===== config.mk =====
export PLATFORM = sky130hd
export DESIGN_NAME = ber_top
export DESIGN_NICKNAME = d
export VERILOG_FILES = /design/src/common/ber_pkg.sv /design/src/common/ber_reg_if.sv /design/src/verilog/ber_flags.sv /design/src/verilog/ber_axil.sv /design/src/verilog/ber_top.sv
export SDC_FILE = /design/constraint.sdc
export NUM_CORES = 1
export LEC_CHECK = 0
export ABC_AREA = 1
export BUFFER_PORTS_ARGS = -buffer_cell sky130_fd_sc_hd__buf_4
export CAP_MARGIN = 0
export CORE_ASPECT_RATIO = 1.2
export CORE_MARGIN = 5
export CORE_UTILIZATION = 30
export CTS_BUF_LIST = sky130_fd_sc_hd__clkbuf_4 sky130_fd_sc_hd__clkbuf_8
export CTS_CLUSTER_DIAMETER = 40
export CTS_CLUSTER_SIZE = 20
export DETAILED_ROUTE_END_ITERATION = 8
export HOLD_SLACK_MARGIN = 0.12
export PLACE_DENSITY = 0.58
export SLEW_MARGIN = 25
export SYNTH_ARGS = -nofsm -noshare
export SYNTH_HDL_FRONTEND = slang
export SYNTH_SLANG_ARGS = --single-unit

===== constraint.sdc =====
create_clock -name CLK -period 1.42 [get_ports CLK]
set_input_delay 0.284 -clock CLK [delete_from_list [all_inputs] [get_ports CLK]]
set_output_delay 0.284 -clock CLK [all_outputs]
set_load 0.1 [all_outputs]

===== src/common/ber_pkg.sv =====
package ber_pkg;

  // ----------------------------------------------------------------
  // register map
  // ----------------------------------------------------------------
  localparam int ADDR_W = 8;
  localparam logic [ADDR_W-1:0] OFF_CTRL = 8'h00;
  localparam logic [ADDR_W-1:0] OFF_STATUS = 8'h04;
  localparam logic [ADDR_W-1:0] OFF_CLEAR = 8'h08;
  localparam logic [ADDR_W-1:0] OFF_IRQ_EN = 8'h0c;
  localparam logic [ADDR_W-1:0] OFF_UNC_MASK = 8'h10;
  localparam logic [ADDR_W-1:0] OFF_UNC_SEV = 8'h14;

  // ----------------------------------------------------------------
  // control fields
  // ----------------------------------------------------------------
  localparam int CTRL_W = 7;
  localparam int C_SYS_ERR_EN = 0;
  localparam int C_ABORT_MODE = 1;
  localparam int C_PCI_MODE = 2;
  localparam int C_PWR_LO = 3;
  localparam int C_FATAL_REP_EN = 5;
  localparam int C_NONFATAL_REP_EN = 6;
  localparam logic [CTRL_W-1:0] CTRL_RST = 7'h00;
  localparam logic [1:0] PWR_D0 = 2'h0;

  // ----------------------------------------------------------------
  // status flags, one sticky bit each
  // ----------------------------------------------------------------
  localparam int ST_W = 16;
  localparam int S_SEC_RMA = 0;
  localparam int S_SECUNC_RMA = 1;
  localparam int S_SEC_RTA = 2;
  localparam int S_SECUNC_RTA = 3;
  localparam int S_SEC_STA = 4;
  localparam int S_PRI_RMA = 5;
  localparam int S_PRI_RTA = 6;
  localparam int S_SIG_SYS_ERR = 7;
  localparam int S_FATAL_DET = 8;
  localparam int S_NONFATAL_DET = 9;
  localparam int S_COR_DET = 10;
  localparam int S_UR_DET = 11;
  localparam int S_UNEXP_CPL = 12;
  localparam int S_CPL_TIMEOUT = 13;
  localparam int S_COMPL_ABORT = 14;
  localparam int S_UNSUP_REQ = 15;
  localparam logic [ST_W-1:0] IRQ_EN_RST = 16'h0000;

  // ----------------------------------------------------------------
  // uncorrectable mask / severity layout
  // ----------------------------------------------------------------
  localparam int UNC_W = 6;
  localparam int U_MA = 0;
  localparam int U_TA = 1;
  localparam int U_UNEXP = 2;
  localparam int U_TMO = 3;
  localparam int U_CMPL_ABT = 4;
  localparam int U_UR = 5;
  localparam logic [UNC_W-1:0] UNC_MASK_RST = 6'h00;
  localparam logic [UNC_W-1:0] UNC_SEV_RST = 6'h00;

  // ----------------------------------------------------------------
  // bus answers and request decode
  // ----------------------------------------------------------------
  localparam logic [1:0] RESP_OKAY = 2'h0;
  localparam logic [1:0] RESP_SLVERR = 2'h2;
  localparam int LEN_W = 10;
  localparam logic [LEN_W-1:0] LEN_ONE_DW = 10'h001;
  localparam logic [2:0] FUNC_ZERO = 3'h0;

endpackage : ber_pkg


===== src/common/ber_reg_if.sv =====
`timescale 1ns/1ns
interface ber_reg_if;
  import ber_pkg::*;
  logic wr_en;
  logic [ADDR_W-1:0] wr_addr;
  logic [31:0] wr_data;
  logic [3:0] wr_strb;
  logic wr_ok;
  logic rd_en;
  logic [ADDR_W-1:0] rd_addr;
  logic [31:0] rd_data;
  logic rd_ok;
  modport bus (output wr_en, wr_addr, wr_data, wr_strb, rd_en, rd_addr,
    input wr_ok, rd_data, rd_ok);
  modport regs (input wr_en, wr_addr, wr_data, wr_strb, rd_en, rd_addr,
    output wr_ok, rd_data, rd_ok);
endinterface : ber_reg_if


===== src/verilog/ber_flags.sv =====
`timescale 1ns/1ns
module ber_flags
  import ber_pkg::*;
(
  input wire logic clk,
  input wire logic arst_n,
  input wire logic [ST_W-1:0] set,
  input wire logic [ST_W-1:0] clr,
  output logic [ST_W-1:0] flag_q
);

  // ----------------------------------------------------------------
  // sticky bits: a set in the clearing cycle wins
  // ----------------------------------------------------------------
  for (genvar i = 0; i < ST_W; i++)
  begin : g_bit
    logic flag_d;
    always_comb
    begin
      flag_d = set[i] | (flag_q[i] & ~clr[i]); // RULE_13
    end
    always_ff @(posedge clk or negedge arst_n)
    begin
      if (!arst_n)
        flag_q[i] <= 1'b0;
      else
        flag_q[i] <= flag_d;
    end
  end

endmodule : ber_flags


===== src/verilog/ber_axil.sv =====
`timescale 1ns/1ns
module ber_axil
  import ber_pkg::*;
(
  input wire logic clk,
  input wire logic arst_n,
  input wire logic [ADDR_W-1:0] awaddr,
  input wire logic awvalid,
  output logic awready,
  input wire logic [31:0] wdata,
  input wire logic [3:0] wstrb,
  input wire logic wvalid,
  output logic wready,
  output logic [1:0] bresp,
  output logic bvalid,
  input wire logic bready,
  input wire logic [ADDR_W-1:0] araddr,
  input wire logic arvalid,
  output logic arready,
  output logic [31:0] rdata,
  output logic [1:0] rresp,
  output logic rvalid,
  input wire logic rready,
  ber_reg_if.bus rif
);

  logic aw_full_q, aw_full_d, w_full_q, w_full_d;
  logic [ADDR_W-1:0] aw_addr_q, aw_addr_d;
  logic [31:0] w_data_q, w_data_d;
  logic [3:0] w_strb_q, w_strb_d;
  logic bvalid_q, bvalid_d, rvalid_q, rvalid_d;
  logic [1:0] bresp_q, bresp_d, rresp_q, rresp_d;
  logic [31:0] rdata_q, rdata_d;

  // ----------------------------------------------------------------
  // handshakes: address and data taken in either order
  // ----------------------------------------------------------------
  assign awready = ~aw_full_q & ~bvalid_q;
  assign wready = ~w_full_q & ~bvalid_q;
  assign arready = ~rvalid_q;
  assign bvalid = bvalid_q;
  assign bresp = bresp_q;
  assign rvalid = rvalid_q;
  assign rresp = rresp_q;
  assign rdata = rdata_q;
  assign rif.wr_addr = aw_addr_q;
  assign rif.wr_data = w_data_q;
  assign rif.wr_strb = w_strb_q;
  assign rif.rd_addr = araddr;

  always_comb
  begin
    aw_full_d = aw_full_q;
    aw_addr_d = aw_addr_q;
    w_full_d = w_full_q;
    w_data_d = w_data_q;
    w_strb_d = w_strb_q;
    bvalid_d = bvalid_q;
    bresp_d = bresp_q;
    rvalid_d = rvalid_q;
    rresp_d = rresp_q;
    rdata_d = rdata_q;
    rif.wr_en = aw_full_q & w_full_q & ~bvalid_q;
    rif.rd_en = arvalid & ~rvalid_q;
    if (awvalid && awready)
    begin
      aw_full_d = 1'b1;
      aw_addr_d = awaddr;
    end
    if (wvalid && wready)
    begin
      w_full_d = 1'b1;
      w_data_d = wdata;
      w_strb_d = wstrb;
    end
    if (rif.wr_en)
    begin
      aw_full_d = 1'b0;
      w_full_d = 1'b0;
      bvalid_d = 1'b1;
      bresp_d = rif.wr_ok ? RESP_OKAY : RESP_SLVERR;
    end
    else if (bvalid_q && bready)
      bvalid_d = 1'b0;
    if (rif.rd_en)
    begin
      rvalid_d = 1'b1;
      rdata_d = rif.rd_data;
      rresp_d = rif.rd_ok ? RESP_OKAY : RESP_SLVERR;
    end
    else if (rvalid_q && rready)
      rvalid_d = 1'b0;
  end

  always_ff @(posedge clk or negedge arst_n)
  begin
    if (!arst_n)
    begin
      aw_full_q <= 1'b0;
      aw_addr_q <= '0;
      w_full_q <= 1'b0;
      w_data_q <= 32'h0000_0000;
      w_strb_q <= 4'h0;
      bvalid_q <= 1'b0;
      bresp_q <= RESP_OKAY;
      rvalid_q <= 1'b0;
      rresp_q <= RESP_OKAY;
      rdata_q <= 32'h0000_0000;
    end
    else
    begin
      aw_full_q <= aw_full_d;
      aw_addr_q <= aw_addr_d;
      w_full_q <= w_full_d;
      w_data_q <= w_data_d;
      w_strb_q <= w_strb_d;
      bvalid_q <= bvalid_d;
      bresp_q <= bresp_d;
      rvalid_q <= rvalid_d;
      rresp_q <= rresp_d;
      rdata_q <= rdata_d;
    end
  end

endmodule : ber_axil


===== src/verilog/ber_top.sv =====
// The implementer's own choices: the AXI4-Lite register port and the placing of the registers.
`timescale 1ns/1ns
// Functional notes
// RULE_01: a master abort on a forwarded posted write sets received master abort in both secondary status views.
// RULE_02: that posted-write master abort sets fatal or nonfatal detected, and system error when enabled and unmasked or in abort error mode.
// RULE_03: a master abort on a forwarded non-posted write sets fatal or nonfatal detected, and system error only if a message went out and it is enabled.
// RULE_04: a target abort on a forwarded request sets received target abort in both secondary views, the detected flag, and system error if a message went out and it is enabled.
// RULE_05: an unsupported-request completion for a secondary request in PCI mode sets primary received master abort, and secondary signaled target abort only in abort error mode.
// RULE_06: a completer-abort completion for a forwarded non-posted request sets primary received target abort and secondary signaled target abort.
// RULE_07: an unexpected completion sets its uncorrectable flag unless masked, and correctable detected when advisory nonfatal.
// RULE_08: a completion timeout sets its uncorrectable flag unless masked, and correctable detected when advisory nonfatal.
// RULE_09: a request to the first base address longer than one doubleword sets completer abort unless masked, correctable detected if advisory, and secondary received target abort.
// RULE_10: a type 0 vendor message sets the unsupported request uncorrectable flag unless masked.
// RULE_11: a request other than configuration or message in D1, D2 or D3 hot sets unsupported request detected, and correctable detected when advisory.
// RULE_12: a type 0 configuration access to a non-zero function sets unsupported request detected, and correctable detected when advisory.
// RULE_13: every error flag stays set until software clears it.
module ber_top
  import ber_pkg::*;
(
  input wire logic CLK,
  input wire logic ARST_N,
  input wire logic [ADDR_W-1:0] S_AXI_AWADDR,
  input wire logic S_AXI_AWVALID,
  output logic S_AXI_AWREADY,
  input wire logic [31:0] S_AXI_WDATA,
  input wire logic [3:0] S_AXI_WSTRB,
  input wire logic S_AXI_WVALID,
  output logic S_AXI_WREADY,
  output logic [1:0] S_AXI_BRESP,
  output logic S_AXI_BVALID,
  input wire logic S_AXI_BREADY,
  input wire logic [ADDR_W-1:0] S_AXI_ARADDR,
  input wire logic S_AXI_ARVALID,
  output logic S_AXI_ARREADY,
  output logic [31:0] S_AXI_RDATA,
  output logic [1:0] S_AXI_RRESP,
  output logic S_AXI_RVALID,
  input wire logic S_AXI_RREADY,
  input wire logic EV_MA_POSTED,
  input wire logic EV_MA_NONPOSTED,
  input wire logic EV_TARGET_ABORT,
  input wire logic EV_CPL_UNSUPPORTED,
  input wire logic EV_CPL_COMPLETER_ABORT,
  input wire logic EV_CPL_UNEXPECTED,
  input wire logic EV_CPL_TIMEOUT,
  input wire logic REQ_VALID,
  input wire logic REQ_IS_CFG,
  input wire logic REQ_CFG_TYPE0,
  input wire logic [2:0] REQ_FUNC,
  input wire logic REQ_IS_MSG,
  input wire logic REQ_VENDOR_TYPE0,
  input wire logic REQ_BAR0_HIT,
  input wire logic [LEN_W-1:0] REQ_LEN_DW,
  output logic ERR_MSG_FATAL,
  output logic ERR_MSG_NONFATAL,
  output logic IRQ
);

  // ----------------------------------------------------------------
  // registers and wiring
  // ----------------------------------------------------------------
  ber_reg_if rif ();

  logic [CTRL_W-1:0] ctrl_q, ctrl_d;
  logic [ST_W-1:0] irq_en_q, irq_en_d;
  logic [UNC_W-1:0] unc_mask_q, unc_mask_d;
  logic [UNC_W-1:0] unc_sev_q, unc_sev_d;
  logic irq_q, irq_d;
  logic msg_fatal_q, msg_fatal_d;
  logic msg_nonfatal_q, msg_nonfatal_d;
  logic [ST_W-1:0] status_q;
  logic [ST_W-1:0] set_vec;
  logic [ST_W-1:0] clr_vec;
  logic [31:0] wr_word;
  logic [31:0] old_word;

  logic sys_err_en, abort_mode, pci_mode, low_power;
  logic [UNC_W-1:0] msg_ok;
  logic [UNC_W-1:0] advisory_nonfatal_case;
  logic ma_msg, ta_msg;
  logic req_ur_detected;

  assign sys_err_en = ctrl_q[C_SYS_ERR_EN];
  assign abort_mode = ctrl_q[C_ABORT_MODE];
  assign pci_mode = ctrl_q[C_PCI_MODE];
  assign low_power = ctrl_q[C_PWR_LO +: 2] != PWR_D0;

  // a message goes out only for an unmasked error whose severity is enabled
  for (genvar e = 0; e < UNC_W; e++)
  begin : g_unc
    assign msg_ok[e] = ~unc_mask_q[e] &
      (unc_sev_q[e] ? ctrl_q[C_FATAL_REP_EN] : ctrl_q[C_NONFATAL_REP_EN]);
    assign advisory_nonfatal_case[e] = ~unc_sev_q[e];
  end

  assign ma_msg = (EV_MA_POSTED | EV_MA_NONPOSTED) & msg_ok[U_MA];
  assign ta_msg = EV_TARGET_ABORT & msg_ok[U_TA];
  assign req_ur_detected = REQ_VALID & ((~REQ_IS_CFG & ~REQ_IS_MSG & low_power) |
    (REQ_IS_CFG & REQ_CFG_TYPE0 & (REQ_FUNC != FUNC_ZERO)));

  // ----------------------------------------------------------------
  // error classification
  // ----------------------------------------------------------------
  always_comb
  begin
    set_vec = '0;
    if (EV_MA_POSTED)
    begin
      set_vec[S_SEC_RMA] = 1'b1; // RULE_01
      set_vec[S_SECUNC_RMA] = 1'b1; // RULE_01
      set_vec[S_FATAL_DET] = unc_sev_q[U_MA]; // RULE_02
      set_vec[S_NONFATAL_DET] = ~unc_sev_q[U_MA]; // RULE_02
      if (sys_err_en && (!unc_mask_q[U_MA] || abort_mode))
        set_vec[S_SIG_SYS_ERR] = 1'b1; // RULE_02
    end
    if (EV_MA_NONPOSTED)
    begin
      set_vec[S_FATAL_DET] = set_vec[S_FATAL_DET] | unc_sev_q[U_MA]; // RULE_03
      set_vec[S_NONFATAL_DET] = set_vec[S_NONFATAL_DET] | ~unc_sev_q[U_MA]; // RULE_03
      if (msg_ok[U_MA] && sys_err_en)
        set_vec[S_SIG_SYS_ERR] = 1'b1; // RULE_03
    end
    if (EV_TARGET_ABORT)
    begin
      set_vec[S_SEC_RTA] = 1'b1; // RULE_04
      set_vec[S_SECUNC_RTA] = 1'b1; // RULE_04
      set_vec[S_FATAL_DET] = set_vec[S_FATAL_DET] | unc_sev_q[U_TA]; // RULE_04
      set_vec[S_NONFATAL_DET] = set_vec[S_NONFATAL_DET] | ~unc_sev_q[U_TA]; // RULE_04
      if (msg_ok[U_TA] && sys_err_en)
        set_vec[S_SIG_SYS_ERR] = 1'b1; // RULE_04
    end
    if (EV_CPL_UNSUPPORTED && pci_mode)
    begin
      set_vec[S_PRI_RMA] = 1'b1; // RULE_05
      set_vec[S_SEC_STA] = abort_mode; // RULE_05
    end
    if (EV_CPL_COMPLETER_ABORT)
    begin
      set_vec[S_PRI_RTA] = 1'b1; // RULE_06
      set_vec[S_SEC_STA] = 1'b1; // RULE_06
    end
    if (EV_CPL_UNEXPECTED)
    begin
      set_vec[S_UNEXP_CPL] = ~unc_mask_q[U_UNEXP]; // RULE_07
      if (advisory_nonfatal_case[U_UNEXP])
        set_vec[S_COR_DET] = 1'b1; // RULE_07
    end
    if (EV_CPL_TIMEOUT)
    begin
      set_vec[S_CPL_TIMEOUT] = ~unc_mask_q[U_TMO]; // RULE_08
      if (advisory_nonfatal_case[U_TMO])
        set_vec[S_COR_DET] = 1'b1; // RULE_08
    end
    if (REQ_VALID && REQ_BAR0_HIT && REQ_LEN_DW > LEN_ONE_DW)
    begin
      set_vec[S_COMPL_ABORT] = ~unc_mask_q[U_CMPL_ABT]; // RULE_09
      set_vec[S_SEC_RTA] = 1'b1; // RULE_09
      if (advisory_nonfatal_case[U_CMPL_ABT])
        set_vec[S_COR_DET] = 1'b1; // RULE_09
    end
    if (REQ_VALID && REQ_IS_MSG && REQ_VENDOR_TYPE0)
      set_vec[S_UNSUP_REQ] = ~unc_mask_q[U_UR]; // RULE_10
    if (req_ur_detected)
    begin
      set_vec[S_UR_DET] = 1'b1; // RULE_11 RULE_12
      if (advisory_nonfatal_case[U_UR])
        set_vec[S_COR_DET] = 1'b1; // RULE_11 RULE_12
    end
  end

  ber_flags u_flags (
    .clk(CLK),
    .arst_n(ARST_N),
    .set(set_vec),
    .clr(clr_vec),
    .flag_q(status_q)
  );

  // ----------------------------------------------------------------
  // register access
  // ----------------------------------------------------------------
  function automatic logic [31:0] merge(input logic [31:0] old_v,
    input logic [31:0] new_v, input logic [3:0] strb);
    logic [31:0] r;
    r = old_v;
    for (int b = 0; b < 4; b++)
      if (strb[b])
        r[8*b +: 8] = new_v[8*b +: 8];
    return r;
  endfunction : merge

  always_comb
  begin
    unique case (rif.wr_addr)
      OFF_CTRL: old_word = {25'h0, ctrl_q};
      OFF_IRQ_EN: old_word = {16'h0, irq_en_q};
      OFF_UNC_MASK: old_word = {26'h0, unc_mask_q};
      OFF_UNC_SEV: old_word = {26'h0, unc_sev_q};
      default: old_word = 32'h0000_0000;
    endcase
  end

  assign wr_word = merge(old_word, rif.wr_data, rif.wr_strb);
  assign rif.wr_ok = rif.wr_addr inside {OFF_CTRL, OFF_STATUS, OFF_CLEAR,
    OFF_IRQ_EN, OFF_UNC_MASK, OFF_UNC_SEV};
  assign rif.rd_ok = rif.rd_addr inside {OFF_CTRL, OFF_STATUS, OFF_CLEAR,
    OFF_IRQ_EN, OFF_UNC_MASK, OFF_UNC_SEV};
  // clear is write-only; a write to status is accepted and ignored
  assign clr_vec = (rif.wr_en && rif.wr_addr == OFF_CLEAR) ? wr_word[ST_W-1:0] : '0; // RULE_13

  always_comb
  begin
    unique case (rif.rd_addr)
      OFF_CTRL: rif.rd_data = {25'h0, ctrl_q};
      OFF_STATUS: rif.rd_data = {16'h0, status_q};
      OFF_IRQ_EN: rif.rd_data = {16'h0, irq_en_q};
      OFF_UNC_MASK: rif.rd_data = {26'h0, unc_mask_q};
      OFF_UNC_SEV: rif.rd_data = {26'h0, unc_sev_q};
      default: rif.rd_data = 32'h0000_0000;
    endcase
  end

  always_comb
  begin
    ctrl_d = ctrl_q;
    irq_en_d = irq_en_q;
    unc_mask_d = unc_mask_q;
    unc_sev_d = unc_sev_q;
    if (rif.wr_en)
    begin
      unique case (rif.wr_addr)
        OFF_CTRL: ctrl_d = wr_word[CTRL_W-1:0];
        OFF_IRQ_EN: irq_en_d = wr_word[ST_W-1:0];
        OFF_UNC_MASK: unc_mask_d = wr_word[UNC_W-1:0];
        OFF_UNC_SEV: unc_sev_d = wr_word[UNC_W-1:0];
        default: ;
      endcase
    end
    irq_d = |(status_q & irq_en_q);
    msg_fatal_d = (ma_msg & unc_sev_q[U_MA]) | (ta_msg & unc_sev_q[U_TA]);
    msg_nonfatal_d = (ma_msg & ~unc_sev_q[U_MA]) | (ta_msg & ~unc_sev_q[U_TA]);
  end

  always_ff @(posedge CLK or negedge ARST_N)
  begin
    if (!ARST_N)
    begin
      ctrl_q <= CTRL_RST;
      irq_en_q <= IRQ_EN_RST;
      unc_mask_q <= UNC_MASK_RST;
      unc_sev_q <= UNC_SEV_RST;
      irq_q <= 1'b0;
      msg_fatal_q <= 1'b0;
      msg_nonfatal_q <= 1'b0;
    end
    else
    begin
      ctrl_q <= ctrl_d;
      irq_en_q <= irq_en_d;
      unc_mask_q <= unc_mask_d;
      unc_sev_q <= unc_sev_d;
      irq_q <= irq_d;
      msg_fatal_q <= msg_fatal_d;
      msg_nonfatal_q <= msg_nonfatal_d;
    end
  end

  assign IRQ = irq_q;
  assign ERR_MSG_FATAL = msg_fatal_q;
  assign ERR_MSG_NONFATAL = msg_nonfatal_q;

  // ----------------------------------------------------------------
  // bus slave
  // ----------------------------------------------------------------
  ber_axil u_axil (
    .clk(CLK),
    .arst_n(ARST_N),
    .awaddr(S_AXI_AWADDR),
    .awvalid(S_AXI_AWVALID),
    .awready(S_AXI_AWREADY),
    .wdata(S_AXI_WDATA),
    .wstrb(S_AXI_WSTRB),
    .wvalid(S_AXI_WVALID),
    .wready(S_AXI_WREADY),
    .bresp(S_AXI_BRESP),
    .bvalid(S_AXI_BVALID),
    .bready(S_AXI_BREADY),
    .araddr(S_AXI_ARADDR),
    .arvalid(S_AXI_ARVALID),
    .arready(S_AXI_ARREADY),
    .rdata(S_AXI_RDATA),
    .rresp(S_AXI_RRESP),
    .rvalid(S_AXI_RVALID),
    .rready(S_AXI_RREADY),
    .rif(rif.bus)
  );

endmodule : ber_top


# Word-level counts from Yosys, hierarchy flattened
# Index checks and enable logic that the tools add are counted.
# op_classes
n_mul	0
reduce_logical	30
magnitude_cmp	1
n_shift	0
bitwise	89
add_sub_neg	0
n_eq_ne	10
n_mux	41
div_mod_pow	0
# ops
cell	count
$pmux W16 S5	1
$pmux W16 S4	1
$and A1 B1 Y1	34
$eq A8 B4 Y1 const B	4
$eq A8 B5 Y1 const B	4
$not A1 Y1	30
$mux W1	27
$or A1 B1 Y1	24
$and A16 B16 Y16	1
$eq A8 B3 Y1 const B	2
$logic_not A8 Y1	2
$mux W16	1
$mux W8	2
$reduce_or A16 Y1	1
$logic_and A1 B1 Y1	13
$mux W2	6
$reduce_bool A6 Y1	2
$gt A10 B1 Y1 const B	1
$reduce_bool A2 Y1	5
$mux W3	3
$reduce_and A2 Y1	4
$reduce_bool A3 Y1	1
$logic_not A1 Y1	1
$logic_or A1 B1 Y1	1
# word_totals
rom_bits	0
n_memories	0
latchBits	0
ff_bits	120
out_inout_bits	44
elab_cells	204
ram_bits	0
inputBits	85

# Logic depth before layout (Yosys ltp)
# logic_depth
ltp_word	10
ltp_mapped	11
mapped_depth_nobuf	10

# Modules after synthesis
# From an unflattened synthesis, not the netlist that was laid out.
# unflattened
cells_unflattened	873
area_unflattened_um2	6832.8
# by_module_without_submodules
module	cells_each	area_per_inst_um2	instances	seq_area_each_um2
ber_axil	363	3353.2	1	2052.0
ber_top	430	2839.0	1	950.9
ber_flags	80	640.6	1	400.4

# Least setup slack after synthesis
# Ideal clock, no wire load.
# synth_path
kind	register to register
start	register u_axil.bvalid_q, in the netlist u_axil.bvalid
end	register u_axil.aw_addr_q[5], in the netlist u_axil.rif.wr_addr[5]
setup_time_ps	132
synth_period_minus_slack_ps	3173
path_stages_with_launch	6
required_time_ps	1288
path_buffers	1
setup_slack_ps	-1753
arrival_ps	3041
cell_sequence	dfrtp_1 nor2_1 nand2_1 clkbuf_1 nor2_1 a21oi_1
# synth_via
elab_chain_len	3
# synth_lines
element	line_no	text
from (decl)	ber_axil.sv:31	logic bvalid_q, bvalid_d, rvalid_q, rvalid_d;
from (signal assigned)	ber_axil.sv:117	bvalid_q <= bvalid_d;
$not A1 Y1	ber_axil.sv:38	assign awready = ~aw_full_q & ~bvalid_q;
$and A1 B1 Y1	ber_axil.sv:38	
named net S_AXI_AWREADY	ber_top.sv:24	output logic S_AXI_AWREADY,
$logic_and A1 B1 Y1	ber_axil.sv:65	if (awvalid && awready)
to (signal assigned)	ber_axil.sv:113	aw_addr_q <= aw_addr_d;
to (decl)	ber_axil.sv:28	logic [ADDR_W-1:0] aw_addr_q, aw_addr_d;
# The timed path passes the listed nets, and every way through them passes these cells.
# A chain may end at the register's enable or synchronous reset.

# Worst setup path after layout
# layout_path
start	register u_axil.bvalid_q, in the netlist u_axil.bvalid
end	output port S_AXI_AWREADY
# layout_via
elab_chain_len	2
# layout_lines
element	line_no
$not A1 Y1	ber_axil.sv:38
$and A1 B1 Y1	ber_axil.sv:38
to (decl)	ber_top.sv:24
# Every way passes these cells.

==> impl_summary.md <==
Outcome
The flow ran to the end, but the final reports show violations. The final reports fail on setup timing.

Cells and area
In the layout the commonest cells are buf_4 (127), nand2_1 (111), dfrtp_1 (100). The number of antenna diodes in the final layout is 0. The layout cell share with drive strength beyond 1 is 38.4%. Fill cells in the final layout number 1640. The synthesis-to-layout area growth is 46.9%. The final layout contains 875 nets. The finished layout holds 1011 standard cells, fillers aside. The library cell used most frequently in the layout, excluding fill and tap cells, is buf_4.

Placement
Routability-driven placement finished with a final weighted congestion of 0.882. The HPWL after detailed placement is 11500 µm. Counting tap cells, the placed design contains a total of 953 instances. The count of buffers added on input and output ports is 91.

Global routing
The via count of the first global-routing pass was 4951. The number of antenna violations at the first check in global routing came to 0. Global routing used 16.3% of the available tracks across all layers. Entering global routing, the biggest net connects 29 pins. The total congestion overflow is 0.

The first global-routing pass estimated 25700 µm of wire.

Die
The count of boundary I/O pins is 129. Row generation in the floorplan step produced 52 rows. The total area inside the core boundary comes to 17000 µm². The starting density of the core is 30.6%. The area of the die is 20100 µm². The die height is 154 µm.

The die is 130 µm wide.

STA
The post-route clock period utilization is 116%. The final setup violation count is 55. Clock skew on the completed layout was measured at 0.0159 ns. After layout, the minimum clock period comes to 1.65 ns.

Static timing analysis puts the maximum clock frequency at 608 MHz. The number of slew-limit violations in the final report is 0. Setup repair after global routing could not meet its margin everywhere. For the final routed database, the setup TNS stands at -6.34 ns. The final hold violation count is 0. Once routing completed, OpenROAD measured the worst setup slack at -0.225 ns.

CTS
Clock-pin slew was measured on the worst setup and hold paths at 0.11 ns. The largest buffer count on any clock path is 2. At the later pin of the worst-skew pair, clock insertion delay measures 0.40 ns. The cell chosen for the clock root is clkbuf_8.

The clock tree synthesis step divided the H-tree into 3 levels. The count of clock tree sinks is 102. The number of clock buffers inserted by TritonCTS is 9.

TritonCTS built the clock tree.

Logic synthesis
After synthesis, the mean cell area works out to 8.45 µm². The number of enable-type register cells in the synthesized netlist is 0. The most used flip-flop cell after synthesis is dfrtp_1. The post-synthesis cell count is 616. The number of distinct library cells after synthesis is 37. The flip-flop and latch count after synthesis is 102. The cell area that synthesis handed to floorplanning was 5200 µm². The share of the Yosys chip area taken by registers is 49.1%. The share of async-settable or async-resettable flops after synthesis is 100%.

The Yosys warning count is 0.

Critical path
On the worst path, the slowest cell contributes a delay of 0.50 ns. The largest individual stage delay along the critical path comes from the cell dfrtp_4. The endpoint type of the worst setup path is an output pin.

Walking the worst path, the cells encountered are buf_6 > nor2_4 > buf_12. The worst setup path is launched from a register. The critical path class is reg2out.

Data arrives at the worst endpoint at 1.36 ns. The required time at the worst-slack endpoint is 1.14 ns. In this run the worst path has a maximum fanout of 3.

Run
The tool flagged a number of max-cap violations equal to 0.

Min path
In this run the worst hold path is classified as in2reg.

Drt
Across all layers, the routed design uses 4881 vias. Dividing the detail-routed wire length by the instance count gives 15.8 µm. In the routed design, unresolved DRC markers number 0. Once detail routing completed, the nets flagged for antenna violations numbered 0. The count of TritonRoute iterations in the first routing pass is 4. The final layout contains routed wiring with a total length of 15900 µm. Dividing the detail-routed via count by the number of cells gives 4.83. In this run, the number of DRC markers left after iteration 0 of detailed routing was 263.

Power and ir drop
IR analysis of the VDD net gives a maximum drop of 1150 µV. The leakage power is 3.54 nW. The ratio of total power to cell area is 1420 nW/µm².
==> critical path: cells and delay by family, from the launching register on <==
kind	cells	cell delay, ns
flops	1	0.50
simple gates	1	0.14
buf+inv	2	0.33
==> cell type report <==
cell class	count	area [µm²]	share of cell area, %
clock inverter	7	104	1.36
timing repair inverter	2	13.8	0.180
tap	216	270	3.54
clock buffer	9	124	1.62
inverter	70	294	3.85
multi-input combinational	426	2590	33.9
timing repair buffer	179	1680	22.0
sequential	102	2560	33.5
==> worst paths after layout <==
path / startpoint / endpoint / slack [ns] / cells past startpoint
setup / recovery: u_axil.bvalid / S_AXI_AWREADY / -0.23 / 3
hold / removal: EV_CPL_COMPLETER_ABORT / u_flags.flag_q[6] / 0.12 / 3
setup reg to reg: u_axil.bvalid / irq_en_q[13] / -0.18 / 8
hold reg to reg: u_axil.rdata[12] / u_axil.rdata[12] / 0.48 / 2
max in group asynchronous: ARST_N / ctrl_q[0] / 0.58 / 3
min in group asynchronous: ARST_N / u_axil.rif.wr_addr[1] / 0.34 / 2
==> synth_stat cells (3+ instances only) <==
| cell type | number | share of area [%] |
|---|---|---|
| clkbuf_1 | 4 | 0.29 |
| nand2_1 | 139 | 10 |
| o22ai_1 | 15 | 1.8 |
| nor2_1 | 41 | 3.0 |
| buf_2 | 7 | 0.67 |
| buf_4 | 23 | 3.3 |
| nor3_2 | 10 | 1.9 |
| a31oi_1 | 6 | 0.72 |
| inv_1 | 66 | 4.8 |
| dfrtp_1 | 102 | 49 |
| nor2_2 | 3 | 0.36 |
| nor3_1 | 4 | 0.38 |
| nand3_1 | 35 | 3.4 |
| o21ai_0 | 47 | 4.5 |
| a221oi_1 | 4 | 0.67 |
| a21oi_1 | 33 | 3.2 |
| nor2_4 | 3 | 0.65 |
| nand2_2 | 3 | 0.36 |
| o21ai_1 | 26 | 2.5 |
| mux2_2 | 18 | 3.9 |
==> metal layers <==
metal  wire length [µm]  track usage [%]
met1               6600             21.0
met2               7750             26.6
met3               1110             2.93
met4                480             7.08
met5                  0                0
==> repair_timing <==
item,CTS,global route
hold endpoints to repair,56,0
gates resized for setup,66,50
setup endpoints to repair,71,89
gates cloned,4,0
pin swaps,50,34
hold buffers,18,0
buffers inserted,17,3
==> power by group <==
| group | total [mW] | switching (mW) | leakage (nW) | internal [mW] |
|---|---|---|---|---|
| clock network | 2.15 | 1.13 | 0.108 | 1.02 |
| registers | 3.77 | 0.354 | 1.25 | 3.42 |
| logic | 4.90 | 2.99 | 2.18 | 1.91 |
| total | 10.8 | 4.48 | 3.54 | 6.35 |
==> registers in the layout (all words and copies together), names as in the netlist <==
signal and cells:
u_axil.bvalid 1, u_axil.rif.wr_data 16, irq_en_q 16, u_axil.rdata 16, u_axil.w_full_q 1, u_axil.bresp 1
unc_sev_q 6, u_axil.rif.wr_addr 8, IRQ 1, u_axil.rvalid 1, u_flags.flag_q 16, ctrl_q 7
u_axil.aw_full_q 1, ERR_MSG_NONFATAL 1, u_axil.rif.wr_strb 2, u_axil.rresp 1, ERR_MSG_FATAL 1, unc_mask_q 6
==> metrics by stage <==
stage	hold slack (ns)	setup slack (ns)	utilization, %	total power [mW]	area (µm²)
3_3_place_gp	0.222	-0.164	38.7	7.78	6580
2_1_floorplan	-0.0116	-0.461	-	6.52	5420
6_report	0.123	-0.225	45.0	10.8	7640
5_1_grt	0.134	-0.275	45.0	11.4	7640
3_5_place_dp	0.223	-0.165	38.7	7.81	6580
4_1_cts	0.120	-0.230	43.8	10.7	7440
==> logic make-up after synthesis <==
logic type,share of synthesized area [%]
buffers and inverters,9.93
other,0.0721
flip-flops,49.1
AO/OA/AOI/OAI,15.1
AND/OR/NAND/NOR,22.0
multiplexers,3.90
No activity file was read; power rests on OpenSTA's default activity.
